==> config.mk <==
export PLATFORM = sky130hd
export DESIGN_NAME = oag_core
export DESIGN_NICKNAME = d
export VERILOG_FILES = /design/src/hw/oag_pkg.sv /design/src/hw/oag_core.sv /design/src/hw/oag_ptr_step.sv
export SDC_FILE = /design/constraint.sdc
export NUM_CORES = 1
export LEC_CHECK = 0
export BUFFER_PORTS_ARGS = -buffer_cell sky130_fd_sc_hd__clkbuf_2
export CAP_MARGIN = 20
export CORE_UTILIZATION = 56
export CTS_CLUSTER_DIAMETER = 150
export CTS_CLUSTER_SIZE = 10
export DETAILED_ROUTE_END_ITERATION = 16
export PLACE_DENSITY_LB_ADDON = 0.12
export SYNTH_ARGS = -nofsm -noshare
export SYNTH_HDL_FRONTEND = slang
export SYNTH_SLANG_ARGS = --single-unit
export TNS_END_PERCENT = 30
==> constraint.sdc <==
create_clock -name i_core_clk -period 2.95 [get_ports i_core_clk]
set_input_delay 0.59 -clock i_core_clk [delete_from_list [all_inputs] [get_ports i_core_clk]]
set_output_delay 0.59 -clock i_core_clk [all_outputs]
set_load 0.03 [all_outputs]
==> src/hw/oag_pkg.sv <==
package oag_pkg;

	// Widths
	localparam int OAG_DW = 8;
	localparam int OAG_AW = 9;
	localparam int OAG_PCW = 15;
	localparam int OAG_PUW = 7;
	localparam int OAG_SIW = 4;

	// Data memory map
	localparam logic [OAG_AW-1:0] OAG_REGRAM_LO = 9'h0F0;
	localparam logic [OAG_AW-1:0] OAG_REGRAM_HI = 9'h0FB;
	localparam logic [OAG_AW-1:0] OAG_PTR_TWO_ADDR = 9'h0FC;
	localparam logic [OAG_AW-1:0] OAG_STACK_ADDR = 9'h0FD;
	localparam logic [OAG_AW-1:0] OAG_PTR_ONE_ADDR = 9'h0FE;
	localparam logic [OAG_AW-1:0] OAG_BANK_ADDR = 9'h0FF;
	localparam logic [OAG_AW-1:0] OAG_HIRAM_LO = 9'h100;
	localparam logic [OAG_AW-1:0] OAG_HIRAM_HI = 9'h13F;
	localparam logic [OAG_DW-1:0] OAG_REG_WIN_LO = 8'hF0;
	localparam int OAG_REGRAM_DEPTH = 12;
	localparam int OAG_HIRAM_DEPTH = 64;
	localparam int OAG_REGRAM_IW = 4;
	localparam int OAG_HIRAM_IW = 6;

	// Reset and fill values
	localparam logic [OAG_DW-1:0] OAG_REG_RESET = 8'h00;
	localparam logic [OAG_DW-1:0] OAG_UNMAPPED_DATA = 8'h00;
	localparam logic [OAG_SIW-1:0] OAG_SI_PAD = 4'h0;

	// Ten addressing modes: six operand, four transfer of control
	typedef enum logic [3:0] {
		OAG_M_INDIRECT,
		OAG_M_INDIRECT_ADJ,
		OAG_M_DIRECT,
		OAG_M_IMMEDIATE,
		OAG_M_SHORT_IMM,
		OAG_M_ROM_TABLE,
		OAG_M_CTL_RELATIVE,
		OAG_M_CTL_ABSOLUTE,
		OAG_M_CTL_ABS_LONG,
		OAG_M_CTL_INDIRECT
	} oag_mode_e;

	typedef struct packed {
		oag_mode_e mode;
		logic ptr_two;
		logic adj_dec;
		logic [OAG_DW-1:0] field;
	} oag_req_s;

	typedef struct packed {
		logic en;
		logic [OAG_AW-1:0] addr;
		logic [OAG_DW-1:0] data;
	} oag_wr_s;

endpackage : oag_pkg

==> src/hw/oag_core.sv <==
`timescale 1ns/1ps
// What this block does
// - Ten modes: six operand, four control
// - Indirect operand addressed by either pointer
// - Pointer adjusts only after instruction completes
// - Direct mode uses 8-bit address field
// - Immediate mode: 8-bit field, no memory access
// - F0 to FB are register RAM
// - 100 to 13F are 64 more bytes
// - Short immediate gives 4-bit field operand
// - Table load reads program memory at upper,accumulator
// - Register operands address F0 to FF
module oag_core (
	input wire logic i_core_clk,
	input wire logic i_rst,
	input wire logic i_req_valid,
	input oag_pkg::oag_req_s i_req,
	input wire logic i_exec_done,
	input wire logic [oag_pkg::OAG_DW-1:0] i_acc,
	input wire logic [oag_pkg::OAG_PUW-1:0] i_pc_upper,
	input oag_pkg::oag_wr_s i_wr,
	input wire logic [oag_pkg::OAG_DW-1:0] i_rom_data,
	output logic o_busy,
	output logic o_operand_valid,
	output logic [oag_pkg::OAG_DW-1:0] o_operand,
	output logic o_dm_rd,
	output logic [oag_pkg::OAG_AW-1:0] o_dm_addr,
	output logic o_no_operand,
	output logic o_rom_rd,
	output logic [oag_pkg::OAG_PCW-1:0] o_rom_addr,
	output logic [oag_pkg::OAG_DW-1:0] o_ptr_one,
	output logic [oag_pkg::OAG_DW-1:0] o_ptr_two,
	output logic [oag_pkg::OAG_DW-1:0] o_stack_ptr,
	output logic [oag_pkg::OAG_DW-1:0] o_upper_bank
);
	import oag_pkg::*;

	typedef enum logic [0:0] {OAG_S_IDLE, OAG_S_ROM} oag_state_e;

	////////////////////////////////////////////////////////////////////////
	// Storage
	logic [OAG_DW-1:0] regram [OAG_REGRAM_DEPTH];
	logic [OAG_DW-1:0] hiram [OAG_HIRAM_DEPTH];
	logic [OAG_DW-1:0] ptr_one_r, ptr_one_nxt, ptr_two_r, ptr_two_nxt;
	logic [OAG_DW-1:0] stack_r, stack_nxt, bank_r, bank_nxt;
	logic pend_r, pend_nxt, pend_two_r, pend_two_nxt, pend_dec_r, pend_dec_nxt;
	logic [OAG_DW-1:0] step_in, step_out;

	oag_state_e state_r, state_nxt;
	logic valid_r, valid_nxt, dm_rd_r, dm_rd_nxt, noop_r, noop_nxt, rom_rd_r, rom_rd_nxt;
	logic [OAG_DW-1:0] op_r, op_nxt;
	logic [OAG_AW-1:0] dm_addr_r, dm_addr_nxt;
	logic [OAG_PCW-1:0] rom_addr_r, rom_addr_nxt;
	logic take;
	logic [OAG_AW-1:0] ea;

	// Register window stays visible whatever the bank, so pointers and stack are always reachable
	function automatic logic [OAG_AW-1:0] eff_addr(input logic [OAG_DW-1:0] a, input logic [OAG_DW-1:0] bank);
		if (a >= OAG_REG_WIN_LO)
			eff_addr = {1'b0, a};
		else
			eff_addr = {bank[0], a};
	endfunction : eff_addr

	function automatic logic [OAG_DW-1:0] rd_mem(input logic [OAG_AW-1:0] a);
		logic [OAG_AW-1:0] off;
		off = a - OAG_HIRAM_LO;
		if (a >= OAG_REGRAM_LO && a <= OAG_REGRAM_HI)
			rd_mem = regram[OAG_REGRAM_IW'(a - OAG_REGRAM_LO)];
		else if (a == OAG_PTR_TWO_ADDR)
			rd_mem = ptr_two_r;
		else if (a == OAG_STACK_ADDR)
			rd_mem = stack_r;
		else if (a == OAG_PTR_ONE_ADDR)
			rd_mem = ptr_one_r;
		else if (a == OAG_BANK_ADDR)
			rd_mem = bank_r;
		else if (a >= OAG_HIRAM_LO && a <= OAG_HIRAM_HI)
			rd_mem = hiram[off[OAG_HIRAM_IW-1:0]];
		else
			rd_mem = OAG_UNMAPPED_DATA;
	endfunction : rd_mem

	always_ff @(posedge i_core_clk)
	begin
		if (i_wr.en && i_wr.addr >= OAG_REGRAM_LO && i_wr.addr <= OAG_REGRAM_HI)
			regram[OAG_REGRAM_IW'(i_wr.addr - OAG_REGRAM_LO)] <= i_wr.data;
		if (i_wr.en && i_wr.addr >= OAG_HIRAM_LO && i_wr.addr <= OAG_HIRAM_HI)
			hiram[OAG_HIRAM_IW'(i_wr.addr - OAG_HIRAM_LO)] <= i_wr.data;
	end

	////////////////////////////////////////////////////////////////////////
	// Pointer registers and deferred adjustment
	assign step_in = pend_two_r ? ptr_two_r : ptr_one_r;

	oag_ptr_step #(.W(OAG_DW)) u_step (
		.i_value(step_in),
		.i_dec(pend_dec_r),
		.o_value(step_out)
	);

	always_comb
	begin
		ptr_one_nxt = ptr_one_r;
		ptr_two_nxt = ptr_two_r;
		stack_nxt = stack_r;
		bank_nxt = bank_r;
		pend_nxt = pend_r;
		pend_two_nxt = pend_two_r;
		pend_dec_nxt = pend_dec_r;
		// Adjust lands when the instruction is done, never at operand fetch
		if (pend_r && i_exec_done)
		begin
			pend_nxt = 1'b0;
			if (pend_two_r)
				ptr_two_nxt = step_out;
			else
				ptr_one_nxt = step_out;
		end
		if (take && i_req.mode == OAG_M_INDIRECT_ADJ)
		begin
			pend_nxt = 1'b1;
			pend_two_nxt = i_req.ptr_two;
			pend_dec_nxt = i_req.adj_dec;
		end
		// A direct store to a pointer overrides a concurrent adjustment
		if (i_wr.en)
		begin
			case (i_wr.addr)
				OAG_PTR_TWO_ADDR: ptr_two_nxt = i_wr.data;
				OAG_STACK_ADDR: stack_nxt = i_wr.data;
				OAG_PTR_ONE_ADDR: ptr_one_nxt = i_wr.data;
				OAG_BANK_ADDR: bank_nxt = i_wr.data;
				default: ;
			endcase
		end
	end

	always_ff @(posedge i_core_clk)
	begin
		if (i_rst)
		begin
			ptr_one_r <= OAG_REG_RESET;
			ptr_two_r <= OAG_REG_RESET;
			stack_r <= OAG_REG_RESET;
			bank_r <= OAG_REG_RESET;
			pend_r <= 1'b0;
			pend_two_r <= 1'b0;
			pend_dec_r <= 1'b0;
		end
		else
		begin
			ptr_one_r <= ptr_one_nxt;
			ptr_two_r <= ptr_two_nxt;
			stack_r <= stack_nxt;
			bank_r <= bank_nxt;
			pend_r <= pend_nxt;
			pend_two_r <= pend_two_nxt;
			pend_dec_r <= pend_dec_nxt;
		end
	end

	////////////////////////////////////////////////////////////////////////
	// Operand resolution
	assign take = i_req_valid && state_r == OAG_S_IDLE;
	assign ea = eff_addr(i_req.ptr_two ? ptr_two_r : ptr_one_r, bank_r);

	always_comb
	begin
		state_nxt = state_r;
		valid_nxt = 1'b0;
		dm_rd_nxt = 1'b0;
		noop_nxt = 1'b0;
		rom_rd_nxt = 1'b0;
		op_nxt = op_r;
		dm_addr_nxt = dm_addr_r;
		rom_addr_nxt = rom_addr_r;
		case (state_r)
			OAG_S_IDLE:
			begin
				if (take)
				begin
					case (i_req.mode)
						OAG_M_INDIRECT, OAG_M_INDIRECT_ADJ:
						begin
							dm_addr_nxt = ea;
							op_nxt = rd_mem(ea);
							dm_rd_nxt = 1'b1;
							valid_nxt = 1'b1;
						end
						OAG_M_DIRECT:
						begin
							dm_addr_nxt = eff_addr(i_req.field, bank_r);
							op_nxt = rd_mem(eff_addr(i_req.field, bank_r));
							dm_rd_nxt = 1'b1;
							valid_nxt = 1'b1;
						end
						OAG_M_IMMEDIATE:
						begin
							op_nxt = i_req.field;
							valid_nxt = 1'b1;
						end
						OAG_M_SHORT_IMM:
						begin
							op_nxt = {OAG_SI_PAD, i_req.field[OAG_SIW-1:0]};
							valid_nxt = 1'b1;
						end
						OAG_M_ROM_TABLE:
						begin
							rom_addr_nxt = {i_pc_upper, i_acc};
							rom_rd_nxt = 1'b1;
							state_nxt = OAG_S_ROM;
						end
						default: noop_nxt = 1'b1;
					endcase
				end
			end
			OAG_S_ROM:
			begin
				op_nxt = i_rom_data;
				valid_nxt = 1'b1;
				state_nxt = OAG_S_IDLE;
			end
			default: state_nxt = OAG_S_IDLE;
		endcase
	end

	always_ff @(posedge i_core_clk)
	begin
		if (i_rst)
		begin
			state_r <= OAG_S_IDLE;
			valid_r <= 1'b0;
			dm_rd_r <= 1'b0;
			noop_r <= 1'b0;
			rom_rd_r <= 1'b0;
			op_r <= OAG_REG_RESET;
			dm_addr_r <= '0;
			rom_addr_r <= '0;
		end
		else
		begin
			state_r <= state_nxt;
			valid_r <= valid_nxt;
			dm_rd_r <= dm_rd_nxt;
			noop_r <= noop_nxt;
			rom_rd_r <= rom_rd_nxt;
			op_r <= op_nxt;
			dm_addr_r <= dm_addr_nxt;
			rom_addr_r <= rom_addr_nxt;
		end
	end

	assign o_busy = state_r != OAG_S_IDLE;
	assign o_operand_valid = valid_r;
	assign o_operand = op_r;
	assign o_dm_rd = dm_rd_r;
	assign o_dm_addr = dm_addr_r;
	assign o_no_operand = noop_r;
	assign o_rom_rd = rom_rd_r;
	assign o_rom_addr = rom_addr_r;
	assign o_ptr_one = ptr_one_r;
	assign o_ptr_two = ptr_two_r;
	assign o_stack_ptr = stack_r;
	assign o_upper_bank = bank_r;
endmodule : oag_core

==> src/hw/oag_ptr_step.sv <==
`timescale 1ns/1ps
module oag_ptr_step #(
	parameter int W = 8
) (
	input wire logic [W-1:0] i_value,
	input wire logic i_dec,
	output logic [W-1:0] o_value
);
	// Natural wrap of a W-bit sum gives modulo 2**W stepping
	always_comb
	begin
		if (i_dec)
			o_value = i_value - W'(1);
		else
			o_value = i_value + W'(1);
	end
endmodule : oag_ptr_step
==> flow_summary.toml <==
[synthesis]
synthTopCellsByArea = "edfxtp_1 (55%), mux4_2 (12%), dfxtp_1 (4.3%)"
avgSynthCellArea_um2 = 13.2
yosysWarnings = 0
yosysUniqueCellTypes = 84
ys_ff_latch = 679
postSynth.asyncResetShare = 0
synth_top_area_share = 0.547
syn_nets = 2598
yosysTopAreaCell = "edfxtp_1"
netlist_instances = 2532
synth_ff_type = "edfxtp_1"
ys_seq_area_frac = 0.590
syn-cell-area_um2 = 33400
synth_edf_count = 608

[timing]
slew_viol_final = 0
setup_violations = 2
period_needed_ns = 2.97
clock_skew_ns = 0.0279
min_period_over_period = 1.01
worstMarginPinSlew_ns = 0.930
setup_tns_ns = -0.0409
clock.fmax_mhz = 336
fin_ws_ns = -0.0232
hold_viol = 0
slew_headroom = 0.380

[grt]
gr-usage-met2 = 0.652
antenna_found_initial = 3
grt_util_met3 = 0.113
grtUsageMet1 = 0.585
grt_max_degree = 63
grt_pass1_wl_um = 187000
grt.busiest_layer = "met2"
gr-total-overflow = 0
grtUsageTotal = 0.439
grt_pass1_vias = 26300

[setup_path]
crit_required_ns = 3.47
r2r-start = "o_ptr_one[1]"
cp-end-kind = "flip-flop"
critPathBufInv = 2
crit_path_max_fanout = 16
rrSetupSlack_ns = -0.02
worstPathArrival_ns = 3.49
cp_slowest_cell = "dfxtp_4"
cp.depth = 10
critPathTopFamily = "simple AND/OR/NAND/NOR gates"
crit_chain = "or3b_4 -> and2_4 -> buf_4 -> o22ai_1 -> nor3_1 -> o311a_4 -> nor3_1 -> buf_4 -> o32a_1 -> o31ai_1"
rr_worst_depth = 10
cp-start-kind = "flip-flop"
timing.rr.end = "o_operand[4]"
critPathMaxStageDelay_ns = 0.43
critPathKind = "flip-flop to flip-flop"

[floorplanning]
die_x_um = 246
row_count = 89
die_area_um2 = 60500
start_util = 0.566
core_um2 = 58900
die_y_um = 246
pin_count = 128

[clock_tree]
cts.sinks = 679
cts_tree = "built"
numCtsBuffers = 77
clockBufferDepth = 3
cts_root_buf = "clkbuf_16"
clock_latency_ns = 0.66
path_clk_slew_ns = 0.06
cts_hold_buffers = 0
cts_max_level = 3

[placed_design]
place_inst = 3698
place_ws_ns = -0.994
placed_cell_area_um2 = 38000
io_buffer_count = 127
hpwlAfterDp_um = 94800
place_congestion = 1.11

[power]
p_per_area_nw_per_um2 = 503
max-vdd-ir-drop_uv = 727
power_mw = 20.4
cellLeakagePower_nw = 14.3

[route]
routedWlPerCell_um = 35.2
drt_iter0_drc = 4343
drc = 0
num_vias = 27700
via_per_inst = 7.26
first_pass_iters = 10
ant_nets = 0
routed_wl_um = 134000

[final_layout]
drive_above_1_share = 0.312
syn_to_final_growth_pct = 21.6
multi_input_area_um2 = 12800
stdcell_area_um2 = 40600
fillers = 4128
nets = 3084
stdcell_count = 3813
area.sequential_um2 = 19700

[status]
status = "finished with violations"
violations = "setup timing"

[min_path]
holdPathStages = 3
hold_start = "i_pc_upper[4]"
hold_end = "o_rom_addr[12]"
hp-class = "input port to flip-flop"

[job]
maxCapViolCount = 0
-- logic make-up (layout without fill, tap and decap cells) --
kind of cell	Yosys count	in the layout	share of synthesized area
buf+inv	212	717	0.0332
fa+ha+maj	7	7	0.00285
mux	285	285	0.153
other cells	0	3	0
xor+xnor	7	7	0.00184
compound gates	560	560	0.113
flops	679	679	0.590
simple gates	782	782	0.107
-- sequential cells by signal (all words and copies together) (netlist names), 8 cells and up --
name,count
o_upper_bank,8
o_operand,8
o_ptr_two,8
hiram,512
regram,96
o_rom_addr,15
o_ptr_one,8
o_dm_addr,9
o_stack_ptr,8
-- worst reg2reg max path: stages (launching register included) --
cell and delay [ns]:
dfxtp_4 0.43, or3b_4 0.44, and2_4 0.24, buf_4 0.24, o22ai_1 0.22, nor3_1 0.11, o311a_4 0.39, nor3_1 0.24
buf_4 0.15, o32a_1 0.27, o31ai_1 0.12
-- what timing repair did --
item | in CTS | in global routing
pin swaps | 0 | 7
setup buffers | 1 | 9
gates cloned | 0 | 4
gates resized for setup | 11 | 53
setup endpoints to repair | 8 | 11
-- cell usage in the layout, fill, tap and decap left out, types with 84 or more instances in the layout --
cell type	n
o22ai_1	114
a21oi_1	92
mux2i_1	84
mux4_2	175
nor2_1	195
edfxtp_1	608
clkbuf_2	122
nand3_1	103
buf_4	424
nand2_1	301
-- power breakdown --
group | internal, mW | switching (mW)
combinational | 0.548 | 0.877
clock | 4.72 | 3.78
sequential | 10.5 | 0.0148
total | 15.7 | 4.67
-- synthesized netlist by cell type, types with 19 or more instances --
cell	instances
a211oi_1	24
a21oi_1	95
a22oi_1	34
a311oi_1	25
a31oi_1	28
and3_1	26
buf_2	75
buf_4	26
clkbuf_1	69
dfxtp_1	71
edfxtp_1	608
mux2_2	20
mux2i_1	86
mux4_2	175
nand2_1	301
nand3_1	104
nor2_1	195
nor3_1	42
o211ai_1	19
o21a_1	19
o21ai_0	77
o22ai_1	115
-- area by class of cell --
class,instances,area share
Antenna cell,3,0.000185
Clock buffer,92,0.0489
Clock inverter,6,0.00265
Inverter,11,0.00102
Multi-Input combinational cell,1641,0.316
Sequential cell,679,0.486
Tap cell,773,0.0238
Timing Repair Buffer,608,0.122
-- worst max-delay path by stage --
stage	from	endpoint	slack, ns
2_1_floorplan	o_ptr_one[1]	o_ptr_two[7]	0.07
3_3_place_gp	i_req[9]	o_operand[2]	-0.93
3_5_place_dp	i_req[9]	o_operand[2]	-0.99
4_1_cts	o_ptr_two[0]	o_operand[4]	-0.05
5_1_grt	o_ptr_one[1]	o_operand[4]	-0.05
6_report	o_ptr_one[1]	o_operand[4]	-0.02
-- through the flow --
| stage | hold WS [ns] | util |
|---|---|---|
| finish | 0.181 | 0.689 |
| global route | 0.189 | 0.688 |
| CTS | 0.171 | 0.681 |
| detailed placement | 0.478 | 0.644 |
| global placement | 0.468 | 0.644 |
| floorplan | 0.472 | - |
-- layer usage --
| metal | part of all wire | up-vias |
|---|---|---|
| met5 | 0.00048 | - |
| met4 | 0.073 | 6 |
| met3 | 0.14 | 560 |
| met2 | 0.44 | 2488 |
| met1 | 0.35 | 13600 |
| li1 | - | 11000 |
(Power assumes the default switching activity.)
